File: config.mk
export PLATFORM = sky130hd
export DESIGN_NAME = ufe_top
export DESIGN_NICKNAME = d
export VERILOG_FILES = /design/src/ufe_pkg.sv /design/src/ufe_crc.sv /design/src/ufe_top.sv
export VERILOG_INCLUDE_DIRS = /design/src
export SDC_FILE = /design/constraint.sdc
export NUM_CORES = 1
export LEC_CHECK = 0
export BUFFER_PORTS_ARGS = -buffer_cell sky130_fd_sc_hd__buf_2
export CAP_MARGIN = 10
export CORE_AREA = 2 2 234 236
export DETAILED_ROUTE_END_ITERATION = 8
export DIE_AREA = 0 0 236 238
export SYNTH_ARGS = -nofsm -noshare
export SYNTH_HDL_FRONTEND = slang
export SYNTH_SLANG_ARGS = --single-unit
export TNS_END_PERCENT = 20
File: constraint.sdc
create_clock -name clk_sys -period 21.9 [get_ports clk_sys]
set_clock_uncertainty 0.1 [all_clocks]
set_input_delay 1.095 -clock clk_sys [delete_from_list [all_inputs] [get_ports clk_sys]]
set_output_delay 1.095 -clock clk_sys [all_outputs]
set_load 0.02 [all_outputs]
File: src/ufe_consts.svh
// Offsets, field positions, reset values and counts of the fragmentation engine
`ifndef UFE_CONSTS_SVH
`define UFE_CONSTS_SVH

////////////////////////////////////////////////////////////////////////////////
// Register offsets (byte addresses)
`define UFE_OFS_CTRL 8'h00
`define UFE_OFS_SID 8'h04
`define UFE_OFS_MSLOT 8'h08
`define UFE_OFS_POH 8'h0c
`define UFE_OFS_ACK 8'h10
`define UFE_OFS_RETRY 8'h14
`define UFE_OFS_STATUS 8'h18
`define UFE_OFS_COUNT 8'h1c

////////////////////////////////////////////////////////////////////////////////
// Field positions
`define UFE_CTRL_EN_BIT 0
`define UFE_FLAG_F 8'h20
`define UFE_FLAG_L 8'h10

////////////////////////////////////////////////////////////////////////////////
// Reset values
`define UFE_RST_MSLOT 8'h10
`define UFE_RST_POH 8'h20
`define UFE_RST_ACK 16'h0400
`define UFE_RST_RETRY 4'h4

////////////////////////////////////////////////////////////////////////////////
// Fragment layout
`define UFE_FRAG_OVH 16'h0010
`define UFE_HDR_LAST 4'h9
`define UFE_HCS_LAST 4'h1
`define UFE_CRC_LAST 4'h3
// Arbitrary frame control code of a fragment header
`define UFE_FC_FRAG 8'he3
`define UFE_HCS_POLY 16'h1021
`define UFE_HCS_INIT 16'hffff
`define UFE_FCS_POLY 32'h04c11db7
`define UFE_FCS_INIT 32'hffffffff

`endif

File: src/ufe_pkg.sv
// Types of the upstream fragmentation engine
package ufe_pkg;

    typedef enum logic [2:0] {
        ST_IDLE, ST_CALC, ST_REQ, ST_WAIT, ST_HDR, ST_HCS, ST_PAY, ST_CRC
    } ufe_fsm_t;

    typedef struct packed {
        ufe_fsm_t fsm;
        logic frag_en;
        logic [13:0] service_identifier;
        logic [7:0] ms_bytes;
        logic [7:0] physical_layer_overhead;
        logic [15:0] ack_lim;
        logic [3:0] retry_lim;
        logic [31:0] rdata;
        logic [15:0] remain;
        logic [15:0] offs;
        logic [15:0] cur_pay;
        logic frag_act;
        logic is_first;
        logic is_last;
        logic raw;
        logic [3:0] seq;
        logic [3:0] retry;
        logic [15:0] ack_cnt;
        logic [15:0] calc_acc;
        logic [15:0] calc_need;
        logic [7:0] calc_ms;
        logic calc_ret;
        logic [7:0] last_req;
        logic [7:0] piggy;
        logic [3:0] idx;
        logic [15:0] frag_cnt;
        logic req_valid;
        logic [7:0] req_ms;
        logic tx_valid;
        logic [7:0] tx_data;
        logic tx_last;
        logic frm_done;
        logic frm_drop;
    } ufe_state_t;

endpackage

File: src/ufe_crc.sv
// Bytewise CRC register, most significant bit first
`timescale 1ns/1ps
module ufe_crc #(
    parameter int W = 16,
    parameter logic [W-1:0] POLY = '0,
    parameter logic [W-1:0] INIT = '1
) (
    // Clock and reset
    input wire logic clk_sys,
    input wire logic rst,
    // Control and data
    input wire logic clr,
    input wire logic en,
    input wire logic [7:0] din,
    // Result
    output logic [W-1:0] crc
);

    logic [W-1:0] crc_ff;
    logic [W-1:0] nxt_crc;
    logic [W-1:0] c;

    always_comb begin
        c = crc_ff;
        for (int i = 7; i >= 0; i--) begin
            c = {c[W-2:0], 1'b0} ^ ((c[W-1] ^ din[i]) ? POLY : '0);
        end
        nxt_crc = crc_ff;
        if (clr) begin
            nxt_crc = INIT;
        end else if (en) begin
            nxt_crc = c;
        end
    end

    always_ff @(posedge clk_sys) begin
        if (rst) begin
            crc_ff <= INIT;
        end else begin
            crc_ff <= nxt_crc;
        end
    end

    assign crc = crc_ff;

endmodule

File: src/ufe_top.sv
// Upstream fragmentation engine: request, grant tracking and fragment framing
//
// Chosen here: the address map and the strobed register port.
`timescale 1ns/1ps
`include "ufe_consts.svh"
module ufe_top (
    // Clock and reset
    input wire logic clk_sys,
    input wire logic rst,
    // Register port
    input wire logic [7:0] reg_addr,
    input wire logic [31:0] reg_wdata,
    input wire logic reg_wr,
    input wire logic reg_rd,
    output logic [31:0] reg_rdata,
    // Frame queue
    input wire logic frm_valid,
    input wire logic [15:0] frm_len,
    input wire logic frm_next_valid,
    input wire logic [15:0] frm_next_len,
    output logic frm_done,
    output logic frm_drop,
    // Frame memory, read without latency
    output logic [15:0] pay_addr,
    input wire logic [7:0] pay_data,
    // Decoded map grants
    input wire logic gr_valid,
    input wire logic [13:0] gr_sid,
    input wire logic [7:0] gr_ms,
    input wire logic gr_more,
    input wire logic gr_immediate,
    // Bandwidth request
    output logic req_valid,
    output logic [13:0] req_sid,
    output logic [7:0] req_ms,
    // Burst byte stream
    output logic tx_valid,
    output logic [7:0] tx_data,
    output logic tx_last,
    input wire logic tx_ready
);

    ufe_pkg::ufe_state_t st_ff;
    ufe_pkg::ufe_state_t nxt_st;
    logic go;
    logic grant_hit;
    logic [15:0] cap;
    logic [15:0] avail;
    logic [15:0] pay_v;
    logic [7:0] hdr_byte;
    logic [7:0] flags;
    logic [15:0] frag_len;
    logic hcs_clr;
    logic hcs_en;
    logic fcs_en;
    logic [15:0] hcs;
    logic [31:0] fcs;

    ////////////////////////////////////////////////////////////////////////////
    // Check sequences

    ufe_crc #(
        .W(16),
        .POLY(`UFE_HCS_POLY),
        .INIT(`UFE_HCS_INIT)
    ) u_hcs (
        .clk_sys(clk_sys),
        .rst(rst),
        .clr(hcs_clr),
        .en(hcs_en),
        .din(hdr_byte),
        .crc(hcs)
    );

    ufe_crc #(
        .W(32),
        .POLY(`UFE_FCS_POLY),
        .INIT(`UFE_FCS_INIT)
    ) u_fcs (
        .clk_sys(clk_sys),
        .rst(rst),
        .clr(hcs_clr),
        .en(fcs_en),
        .din(pay_data),
        .crc(fcs)
    );

    ////////////////////////////////////////////////////////////////////////////
    // Fragment header bytes

    always_comb begin
        frag_len = st_ff.cur_pay + `UFE_FRAG_OVH;
        flags = {4'h0, st_ff.seq};
        if (st_ff.is_first) begin
            flags = flags | `UFE_FLAG_F;
        end
        if (st_ff.is_last) begin
            flags = flags | `UFE_FLAG_L;
        end
        case (st_ff.idx)
            4'h0: hdr_byte = `UFE_FC_FRAG;
            4'h1: hdr_byte = st_ff.piggy;
            4'h2: hdr_byte = frag_len[15:8];
            4'h3: hdr_byte = frag_len[7:0];
            4'h4: hdr_byte = {2'h0, st_ff.service_identifier[13:8]};
            4'h5: hdr_byte = st_ff.service_identifier[7:0];
            4'h6: hdr_byte = flags;
            default: hdr_byte = 8'h00;
        endcase
    end

    ////////////////////////////////////////////////////////////////////////////
    // Next state

    always_comb begin
        nxt_st = st_ff;
        nxt_st.req_valid = 1'b0;
        nxt_st.frm_done = 1'b0;
        nxt_st.frm_drop = 1'b0;
        nxt_st.rdata = 32'h00000000;
        // Last flag must not outlive its byte
        if (tx_ready) begin
            nxt_st.tx_valid = 1'b0;
            nxt_st.tx_last = 1'b0;
        end
        // A stalled byte holds until the sink takes it
        go = !st_ff.tx_valid || tx_ready;
        grant_hit = gr_valid && (gr_sid == st_ff.service_identifier);
        cap = 16'(gr_ms) * 16'(st_ff.ms_bytes);
        avail = (cap > {8'h00, st_ff.physical_layer_overhead}) ? cap - {8'h00, st_ff.physical_layer_overhead} : 16'h0000;
        pay_v = avail - `UFE_FRAG_OVH;
        hcs_clr = (st_ff.fsm == ufe_pkg::ST_WAIT) || (st_ff.fsm == ufe_pkg::ST_CALC);
        hcs_en = 1'b0;
        fcs_en = 1'b0;

        if (reg_wr) begin
            case (reg_addr)
                `UFE_OFS_CTRL: nxt_st.frag_en = reg_wdata[`UFE_CTRL_EN_BIT];
                `UFE_OFS_SID: nxt_st.service_identifier = reg_wdata[13:0];
                `UFE_OFS_MSLOT: nxt_st.ms_bytes = reg_wdata[7:0];
                `UFE_OFS_POH: nxt_st.physical_layer_overhead = reg_wdata[7:0];
                `UFE_OFS_ACK: nxt_st.ack_lim = reg_wdata[15:0];
                `UFE_OFS_RETRY: nxt_st.retry_lim = reg_wdata[3:0];
                default: ;
            endcase
        end
        if (reg_rd) begin
            case (reg_addr)
                `UFE_OFS_CTRL: nxt_st.rdata = {31'h0, st_ff.frag_en};
                `UFE_OFS_SID: nxt_st.rdata = {18'h0, st_ff.service_identifier};
                `UFE_OFS_MSLOT: nxt_st.rdata = {24'h0, st_ff.ms_bytes};
                `UFE_OFS_POH: nxt_st.rdata = {24'h0, st_ff.physical_layer_overhead};
                `UFE_OFS_ACK: nxt_st.rdata = {16'h0, st_ff.ack_lim};
                `UFE_OFS_RETRY: nxt_st.rdata = {28'h0, st_ff.retry_lim};
                `UFE_OFS_STATUS: nxt_st.rdata = {20'h0, st_ff.retry, st_ff.seq,
                                                 st_ff.frag_act, st_ff.fsm};
                `UFE_OFS_COUNT: nxt_st.rdata = {16'h0, st_ff.frag_cnt};
                default: nxt_st.rdata = 32'h00000000;
            endcase
        end

        case (st_ff.fsm)
            ufe_pkg::ST_IDLE: begin
                if (frm_valid && (frm_len != 16'h0000)) begin
                    nxt_st.remain = frm_len;
                    nxt_st.offs = 16'h0000;
                    nxt_st.frag_act = 1'b0;
                    nxt_st.seq = 4'h0;
                    nxt_st.retry = 4'h0;
                    nxt_st.calc_need = frm_len + {8'h00, st_ff.physical_layer_overhead};
                    nxt_st.calc_acc = 16'h0000;
                    nxt_st.calc_ms = 8'h00;
                    nxt_st.calc_ret = 1'b0;
                    nxt_st.fsm = ufe_pkg::ST_CALC;
                end
            end
            ufe_pkg::ST_CALC: begin
                // Serial rounding up avoids a divider; costs one cycle per minislot
                if ((st_ff.calc_acc >= st_ff.calc_need) || (st_ff.calc_ms == 8'hff)
                    || (st_ff.ms_bytes == 8'h00)) begin
                    if (st_ff.calc_ret) begin
                        nxt_st.piggy = st_ff.calc_ms;
                        nxt_st.idx = 4'h0;
                        nxt_st.fsm = ufe_pkg::ST_HDR;
                    end else begin
                        nxt_st.fsm = ufe_pkg::ST_REQ;
                    end
                end else begin
                    nxt_st.calc_acc = st_ff.calc_acc + {8'h00, st_ff.ms_bytes};
                    nxt_st.calc_ms = st_ff.calc_ms + 8'h01;
                end
            end
            ufe_pkg::ST_REQ: begin
                nxt_st.req_valid = 1'b1;
                nxt_st.req_ms = st_ff.calc_ms;
                nxt_st.last_req = st_ff.calc_ms;
                nxt_st.ack_cnt = 16'h0000;
                nxt_st.fsm = ufe_pkg::ST_WAIT;
            end
            ufe_pkg::ST_WAIT: begin
                nxt_st.calc_acc = 16'h0000;
                nxt_st.calc_ms = 8'h00;
                nxt_st.calc_ret = 1'b1;
                if (grant_hit && (gr_ms == 8'h00)) begin
                    nxt_st.ack_cnt = 16'h0000;
                end else if (grant_hit) begin
                    nxt_st.ack_cnt = 16'h0000;
                    nxt_st.retry = 4'h0;
                    if (!st_ff.frag_act && (!st_ff.frag_en || gr_immediate
                        || (gr_ms >= st_ff.last_req))) begin
                        nxt_st.raw = 1'b1;
                        nxt_st.cur_pay = st_ff.remain;
                        nxt_st.fsm = ufe_pkg::ST_PAY;
                    end else if (!gr_immediate) begin
                        if (st_ff.frag_act
                            && (st_ff.remain + `UFE_FRAG_OVH <= avail)) begin
                            nxt_st.is_first = 1'b0;
                            nxt_st.is_last = 1'b1;
                            nxt_st.cur_pay = st_ff.remain;
                            if (frm_next_valid && !gr_more) begin
                                nxt_st.calc_need = frm_next_len + {8'h00, st_ff.physical_layer_overhead};
                                nxt_st.fsm = ufe_pkg::ST_CALC;
                            end else begin
                                nxt_st.piggy = 8'h00;
                                nxt_st.idx = 4'h0;
                                nxt_st.fsm = ufe_pkg::ST_HDR;
                            end
                        end else if (avail > `UFE_FRAG_OVH) begin
                            nxt_st.is_first = !st_ff.frag_act;
                            nxt_st.is_last = 1'b0;
                            nxt_st.cur_pay = pay_v;
                            if (gr_more) begin
                                nxt_st.piggy = 8'h00;
                                nxt_st.idx = 4'h0;
                                nxt_st.fsm = ufe_pkg::ST_HDR;
                            end else begin
                                nxt_st.calc_need = st_ff.remain - pay_v + `UFE_FRAG_OVH
                                    + {8'h00, st_ff.physical_layer_overhead};
                                nxt_st.fsm = ufe_pkg::ST_CALC;
                            end
                        end
                    end
                end else if (st_ff.ack_cnt >= st_ff.ack_lim) begin
                    if (st_ff.retry >= st_ff.retry_lim) begin
                        nxt_st.frm_drop = 1'b1;
                        nxt_st.frag_act = 1'b0;
                        nxt_st.seq = 4'h0;
                        nxt_st.fsm = ufe_pkg::ST_IDLE;
                    end else begin
                        nxt_st.retry = st_ff.retry + 4'h1;
                        nxt_st.calc_need = st_ff.remain + {8'h00, st_ff.physical_layer_overhead}
                            + (st_ff.frag_act ? `UFE_FRAG_OVH : 16'h0000);
                        nxt_st.calc_ret = 1'b0;
                        nxt_st.fsm = ufe_pkg::ST_CALC;
                    end
                end else begin
                    nxt_st.ack_cnt = st_ff.ack_cnt + 16'h0001;
                end
            end
            ufe_pkg::ST_HDR: begin
                if (go) begin
                    nxt_st.tx_valid = 1'b1;
                    nxt_st.tx_data = hdr_byte;
                    nxt_st.tx_last = 1'b0;
                    hcs_en = 1'b1;
                    nxt_st.idx = st_ff.idx + 4'h1;
                    if (st_ff.idx == `UFE_HDR_LAST) begin
                        nxt_st.idx = 4'h0;
                        nxt_st.fsm = ufe_pkg::ST_HCS;
                    end
                end
            end
            ufe_pkg::ST_HCS: begin
                if (go) begin
                    nxt_st.tx_valid = 1'b1;
                    nxt_st.tx_data = (st_ff.idx == 4'h0) ? hcs[15:8] : hcs[7:0];
                    nxt_st.tx_last = 1'b0;
                    nxt_st.idx = st_ff.idx + 4'h1;
                    if (st_ff.idx == `UFE_HCS_LAST) begin
                        nxt_st.idx = 4'h0;
                        nxt_st.fsm = ufe_pkg::ST_PAY;
                    end
                end
            end
            ufe_pkg::ST_PAY: begin
                if (go) begin
                    nxt_st.tx_valid = 1'b1;
                    nxt_st.tx_data = pay_data;
                    nxt_st.tx_last = 1'b0;
                    fcs_en = !st_ff.raw;
                    nxt_st.offs = st_ff.offs + 16'h0001;
                    nxt_st.remain = st_ff.remain - 16'h0001;
                    nxt_st.cur_pay = st_ff.cur_pay - 16'h0001;
                    if (st_ff.cur_pay == 16'h0001) begin
                        if (st_ff.raw) begin
                            nxt_st.raw = 1'b0;
                            nxt_st.tx_last = 1'b1;
                            nxt_st.frm_done = 1'b1;
                            nxt_st.fsm = ufe_pkg::ST_IDLE;
                        end else begin
                            nxt_st.fsm = ufe_pkg::ST_CRC;
                        end
                    end
                end
            end
            ufe_pkg::ST_CRC: begin
                if (go) begin
                    nxt_st.tx_valid = 1'b1;
                    case (st_ff.idx)
                        4'h0: nxt_st.tx_data = fcs[31:24];
                        4'h1: nxt_st.tx_data = fcs[23:16];
                        4'h2: nxt_st.tx_data = fcs[15:8];
                        default: nxt_st.tx_data = fcs[7:0];
                    endcase
                    nxt_st.tx_last = 1'b0;
                    nxt_st.idx = st_ff.idx + 4'h1;
                    if (st_ff.idx == `UFE_CRC_LAST) begin
                        nxt_st.idx = 4'h0;
                        nxt_st.tx_last = 1'b1;
                        nxt_st.seq = st_ff.seq + 4'h1;
                        nxt_st.frag_cnt = st_ff.frag_cnt + 16'h0001;
                        nxt_st.frag_act = !st_ff.is_last;
                        nxt_st.ack_cnt = 16'h0000;
                        if (st_ff.is_last) begin
                            nxt_st.frm_done = 1'b1;
                            nxt_st.seq = 4'h0;
                            nxt_st.fsm = ufe_pkg::ST_IDLE;
                        end else begin
                            nxt_st.fsm = ufe_pkg::ST_WAIT;
                        end
                    end
                end
            end
            default: nxt_st.fsm = ufe_pkg::ST_IDLE;
        endcase
    end

    ////////////////////////////////////////////////////////////////////////////
    // State register

    always_ff @(posedge clk_sys) begin
        if (rst) begin
            st_ff <= '0;
            st_ff.ms_bytes <= `UFE_RST_MSLOT;
            st_ff.physical_layer_overhead <= `UFE_RST_POH;
            st_ff.ack_lim <= `UFE_RST_ACK;
            st_ff.retry_lim <= `UFE_RST_RETRY;
        end else begin
            st_ff <= nxt_st;
        end
    end

    ////////////////////////////////////////////////////////////////////////////
    // Outputs

    assign reg_rdata = st_ff.rdata;
    assign frm_done = st_ff.frm_done;
    assign frm_drop = st_ff.frm_drop;
    assign pay_addr = st_ff.offs;
    assign req_valid = st_ff.req_valid;
    assign req_sid = st_ff.service_identifier;
    assign req_ms = st_ff.req_ms;
    assign tx_valid = st_ff.tx_valid;
    assign tx_data = st_ff.tx_data;
    assign tx_last = st_ff.tx_last;

endmodule

== Yosys cells after proc, flatten, opt, wreduce, memory -nomap -nowiden ==
Index checks and enable logic that the tools add are counted.

* Memories: 0
* Word-level logic and storage cells: 364
* Input port bits: 112
* Bits in latches: 0
* Register bits: 300
* Memory bits (read-only): 0
* Bits in writable memories: 0

* Equal/unequal tests: 59
* Magnitude comparators: 7
* Muxes and demuxes: 146
* Div/mod/pow operators: 0
* Bitwise gates (word level): 38
* Add/subtract/negate cells: 21
* Multiply operators: 1
* Shift operators: 0
* Reductions and logical operators: 58

{| class="wikitable"
|+ Operators with widths
! kind !! number
|-
| $mux 16 || 21
|-
| $xor 32x32->32 || 8
|-
| $mux 27 || 8
|-
| $pmux 16 s8 || 1
|-
| $xor 16x16->16 || 8
|-
| $mux 12 || 10
|-
| $mux 13 || 8
|-
| $pmux 16 s3 || 2
|-
| $add 16x8->16 || 5
|-
| $mux 3 || 22
|-
| $pmux 16 s2 || 2
|-
| $pmux 32 s2 || 1
|-
| $mux 20 || 3
|-
| $pmux 8 s7 || 1
|-
| $add 16x1->16 const B || 3
|-
| $add 16x5->16 const B || 3
|-
| $mux 48 || 1
|-
| $pmux 8 s3 || 2
|-
| $mux 41 || 1
|-
| $mux 4 || 10
|-
| $pmux 10 s4 || 1
|-
| $eq 8x5->1 const B || 4
|-
| $ge 16x16->1 || 2
|-
| $mux 32 || 1
|-
| 75 further kinds || 202
|}

== Depth between registers and ports, before layout ==
* Depth in word-level cells: 27
* Depth in mapped cells: 40
* Mapped depth without buffers: 37

== Modules after synthesis ==
From an unflattened synthesis, not the netlist that was laid out.

* Cells, all modules: 2,952
* Area total of the unflattened synthesis: 23,640.2 um^2

{| class="wikitable"
|+ By module, submodules not included
! module !! cells each !! instances !! seq. area each (um^2) !! area each (um^2)
|-
| ufe_top || 2,693 || 1 || 4,724.5 || 20,719.9
|-
| ufe_crc at u_fcs || 178 || 1 || 640.6 || 2,014.4
|-
| ufe_crc at u_hcs || 81 || 1 || 320.3 || 905.9
|}

== Least setup slack after synthesis ==
OpenSTA, ideal clock, no wires.

* Kind: input-to-reg
* Start point: input gr_ms[3]
* End point: register st_ff[81] (netlist name)
* Path slack: 12,194 ps
* Path buffers: 1
* Required time: 21,712 ps
* Cell stages on the path: 33
* Library setup time: 88 ps
* Arrival time: 9,518 ps
* Path through: and2_1 > fa_1 > fa_1 > fa_1 > inv_1 > fa_1 > inv_1 > ha_1 > or3_1 > nor4bb_1 > a2111oi_0 > nor3b_1 > nand3_1 > nor3_2 > clkbuf_1 > nor2_1 > fa_1 > inv_1 > ha_1 > ha_1 > fa_1 > a21o_1 > a21o_1 > a21o_1 > a31o_2 > a211oi_1 > o21ai_0 > a41oi_1 > nor3_1 > and3_1 > a2111oi_0 > o211ai_1 > a311oi_2

* Longest elaborated chain between the ends: 15
* Elaborated cells on any way between the ends: 30

{| class="wikitable"
|+ RTL lines
! element !! RTL line !! text
|-
| from (decl) || ufe_top.sv:29 || <nowiki>input wire logic [7:0] gr_ms,</nowiki>
|-
| $mul 8x8->16 || ufe_top.sv:129 || <nowiki>cap = 16'(gr_ms) * 16'(st_ff.ms_bytes);</nowiki>
|-
| $sub 16x8->16 / $gt 16x8->1 (equally long branches) || ufe_top.sv:130 || <nowiki>avail = (cap > {8'h00, st_ff.physical_layer_overhead}) ? cap - {8'h00, st_ff.physical_layer_overhead} : 16'h00 ...</nowiki>
|-
| $mux 16 || ufe_top.sv:130 ||
|-
| $sub 16x5->16 (no source line) || n/a ||
|-
| $sub 16x16->16 || ufe_top.sv:237 || <nowiki>nxt_st.calc_need = st_ff.remain - pay_v + `UFE_FRAG_OVH</nowiki>
|-
| $add 16x5->16 (no source line) || n/a ||
|-
| $add 16x8->16 || ufe_top.sv:237 ||
|-
| $mux 16 || ufe_top.sv:232 || <nowiki>if (gr_more) begin</nowiki>
|-
| $mux 16 || ufe_top.sv:228 || <nowiki>end else if (avail > `UFE_FRAG_OVH) begin</nowiki>
|-
| $mux 16 || ufe_top.sv:215 || <nowiki>if (st_ff.frag_act</nowiki>
|-
| $mux 16 || ufe_top.sv:214 || <nowiki>end else if (!gr_immediate) begin</nowiki>
|-
| $mux 16 || ufe_top.sv:209 || <nowiki>if (!st_ff.frag_act && (!st_ff.frag_en || gr_immediate</nowiki>
|-
| $mux 16 || ufe_top.sv:206 || <nowiki>end else if (grant_hit) begin</nowiki>
|-
| $mux 16 || ufe_top.sv:204 || <nowiki>if (grant_hit && (gr_ms == 8'h00)) begin</nowiki>
|-
| $pmux 16 s2 || ufe_top.sv:162 || <nowiki>case (st_ff.fsm)</nowiki>
|-
| to (signal assigned) || ufe_top.sv:349 || <nowiki>st_ff <= nxt_st;</nowiki>
|-
| to (decl) || ufe_top.sv:43 || <nowiki>ufe_pkg::ufe_state_t st_ff;</nowiki>
|}

Parallel ways exist; a longest one is shown, timed or not. The select of a mux whose other input is x is not followed.
A chain may end at the register's enable or synchronous reset.

== Worst setup path after layout ==
* Start point: register st_ff[241] (netlist name)
* End point: register st_ff[81] (netlist name)

* Longest elaborated chain between the ends: 15
* Elaborated cells on any way between the ends: 23

{| class="wikitable"
|+ RTL lines
! element !! RTL line
|-
| $mul 8x8->16 * || ufe_top.sv:129
|-
| $sub 16x8->16 / $gt 16x8->1 (equally long branches) || ufe_top.sv:130
|-
| $mux 16 * || ufe_top.sv:130
|-
| $sub 16x5->16 (no source line) || n/a
|-
| $sub 16x16->16 || ufe_top.sv:237
|-
| $add 16x5->16 (no source line) || n/a
|-
| $add 16x8->16 || ufe_top.sv:237
|-
| $mux 16 || ufe_top.sv:232
|-
| $mux 16 || ufe_top.sv:228
|-
| $mux 16 || ufe_top.sv:215
|-
| $mux 16 || ufe_top.sv:214
|-
| $mux 16 || ufe_top.sv:209
|-
| $mux 16 || ufe_top.sv:206
|-
| $mux 16 || ufe_top.sv:204
|-
| $pmux 16 s2 || ufe_top.sv:162
|}

Every way passes the cells marked *; elsewhere a longest branch is shown, timed or not. The select of a mux whose other input is x is not followed.

==> impl_metrics.yaml <==
cts:
  postCtsHoldBufs: 0
  cts_tree: "done"
  post_cts_buffers: 0
  numCtsBuffers: 31
  clock-sinks: 284
  insertion_delay_ns: 0.59
  cts_buffer_depth: 3
  cts_root_buf: "clkbuf_16"
  clkSlewWorstSetupHoldPaths_ns: 0.07
  h-tree-depth: 1
  cts_resized: 0
global_route:
  antenna_found_initial: 1
  grt_overflow: 0
  grt_max_degree: 98
  grt_pass1_wl_um: 113000
  grt_use_total: 0.254
  grt_pass1_vias: 19900
floorplanning:
  initial_core_util: 0.426
  core.rowCount: 85
  die_x_um: 236
  ioPinCount: 195
  chipHeight_um: 238
  die_area_mm2: 0.0562
  core-area_mm2: 0.0535
critical_path:
  cp-end-kind: "register"
  path_max_fanout: 12
  cp.arrival_ns: 11.62
  crit_path_frequent_cell: "ha_1"
  start_kind: "register"
  cp_slowest_cell: "a2111oi_0"
  cp.required_ns: 22.29
  slowest_delay_ns: 0.76
  path_class: "register to register"
layout:
  layout_commonest_cell: "nand2_1"
  final_nets: 3284
  final_layout_size_suffix_gt1_frac: 0.0950
  final_cell_mix: "312 x nand2_1, 284 x dfxtp_1, 257 x nor2_1"
  n_antenna_cell: 0
  syn_to_final_growth_pct: 8.56
  final_area_mm2: 0.0248
routing:
  drc: 0
  vias: 21100
  dr.pass1.iters: 6
  via_per_inst: 5.78
  drt_iter0_drc: 1812
  wl_per_cell_um: 20.3
  ant_nets: 0
  totalWireLength_um: 73800
pwr:
  clock_power_share: 0.274
  swShare: 0.407
  p_switching_mw: 0.861
  powerDensity_mw_per_mm2: 85.3
  p_seq_frac: 0.296
  p_int_mw: 1.25
  cellLeakagePower_nw: 10.4
  ir_drop_uv: 63.9
  p_comb_frac: 0.430
logic_synthesis:
  seq_area_frac_synth: 0.249
  async_flop_share: 0
  ys_seq_elements: 284
  synthCells: 2907
  ys.flop_type: "dfxtp_1"
  yosys_warnings: 0
  synthesis.area_mm2: 0.0228
  synth_cell_types: 91
  synth_edf_count: 0
  avgSynthCellArea_um2: 7.85
timing:
  fmax_mhz: 89.0
  period_needed_ns: 11.23
  maxSlewHeadroom: 0.206
  tns_ns: 0
  rsz0062_at_grt: "false"
  post-route-period-util: 0.513
  hold_violations: 0
  setup_viol: 0
  tightest_slew_ns: 1.18
  final_max_slew_viol_count: 0
place:
  place_area_mm2: 0.0237
  dp_hpwl_um: 57000
  routabilityCongestion: 0.927
  port_buffers: 162
job:
  maxCapViolCount: 0
status:
  outcome: "finished clean"
hold_path:
  min_path_type: "register to register"
-- synthesized netlist by cell type, types with 23 or more instances --
master,count,area share
nand2_1,312,0.051
dfxtp_1,284,0.25
nor2_1,260,0.043
a21oi_1,205,0.045
ha_1,199,0.11
inv_1,186,0.031
xnor2_1,145,0.056
clkbuf_1,133,0.022
xor2_1,105,0.040
o21ai_0,104,0.023
nand3_1,83,0.018
buf_4,78,0.026
and2_1,71,0.019
o211ai_1,67,0.022
a22oi_1,52,0.017
fa_1,50,0.044
nor3_1,48,0.011
a21o_1,35,0.012
and3_1,35,0.0096
a211oi_1,34,0.011
nand2b_1,32,0.0088
nand4_1,31,0.0085
a31oi_1,23,0.0063
mux2i_1,23,0.010
nor2b_1,23,0.0063
-- final timing paths --
check	slack [ns]	cells past startpoint	endpoint	startpoint
worst max register to register	10.67	31	st_ff[81]$_SDFFE_PP0P_	st_ff[241]$_SDFFE_PP0P_
worst min-delay path	0.38	2	st_ff[213]$_SDFFE_PP0P_	st_ff[213]$_SDFFE_PP0P_
worst max-delay path	10.67	31	st_ff[81]$_SDFFE_PP0P_	st_ff[241]$_SDFFE_PP0P_
worst min register to register	0.38	2	st_ff[213]$_SDFFE_PP0P_	st_ff[213]$_SDFFE_PP0P_
-- cells by family (layout without fill, tap and decap cells) --
logic type / Yosys count / after routing / synth area share
AO/OA/AOI/OAI: 706 / 706 / 0.205
XOR/XNOR: 250 / 250 / 0.0960
flip-flops: 284 / 284 / 0.249
multiplexers: 31 / 31 / 0.0140
other: 1 / 16 / 0.000164
buffers and inverters: 409 / 433 / 0.0804
AND/OR/NAND/NOR: 977 / 977 / 0.202
adder cells (fa/ha/maj): 249 / 249 / 0.153
-- state kept, by name (all words and copies together) (netlist names) --
name / cells
st_ff: 169
frm_done: 1
req_sid: 14
reg_rdata: 16
u_hcs.crc: 16
tx_last: 1
pay_addr: 16
tx_valid: 1
frm_drop: 1
tx_data: 8
u_fcs.crc: 32
req_ms: 8
req_valid: 1
-- area by class of cell --
type	count	area (um^2)
sequential	284	5690
fill	5338	28700
tap	696	871
inverter	188	706
clock inverter	16	250
clock buffer	40	860
multi-input combinational	2229	15400
timing repair buffer	189	1020
-- power groups by stage --
stage / combinational [mW] / clock (mW) / sequential [mW]
floorplan: 0.674 / 0 / 0.607
global placement: 0.874 / 0 / 0.634
detailed placement: 0.890 / 0 / 0.636
CTS: 0.896 / 0.588 / 0.625
global route: 0.995 / 0.608 / 0.633
finish: 0.908 / 0.579 / 0.626
-- layer usage --
metal	wire (um)	up-vias	global-route usage
li1	-	10100	-
met1	32800	9997	0.346
met2	32200	761	0.395
met3	5500	170	0.0447
met4	3290	0	0.107
met5	0	-	0
-- through the flow --
step                      hold WS (ns)  std cells  total power [mW]   util  setup slack (ns)
after global placement           0.362       3586              1.51  0.442             10.39
after global routing             0.401       3642              2.24  0.463              9.95
after detailed placement         0.368       3586              1.53  0.442             10.17
final                            0.377       3642              2.11  0.463             10.67
after floorplan                  0.346       2922              1.28      -             12.19
after CTS                        0.379       3642              2.11  0.463             10.71
-- worst max-delay path: cells and delay by family (launching register included) --
kind	cells	cell delay, ns
adders and majority gates	9	3.89
AOI/OAI and AO/OA	10	3.41
and+or+nand+nor	9	2.77
DFF	1	0.71
buffers and inverters	3	0.23
No activity file was read; power rests on OpenSTA's default activity.
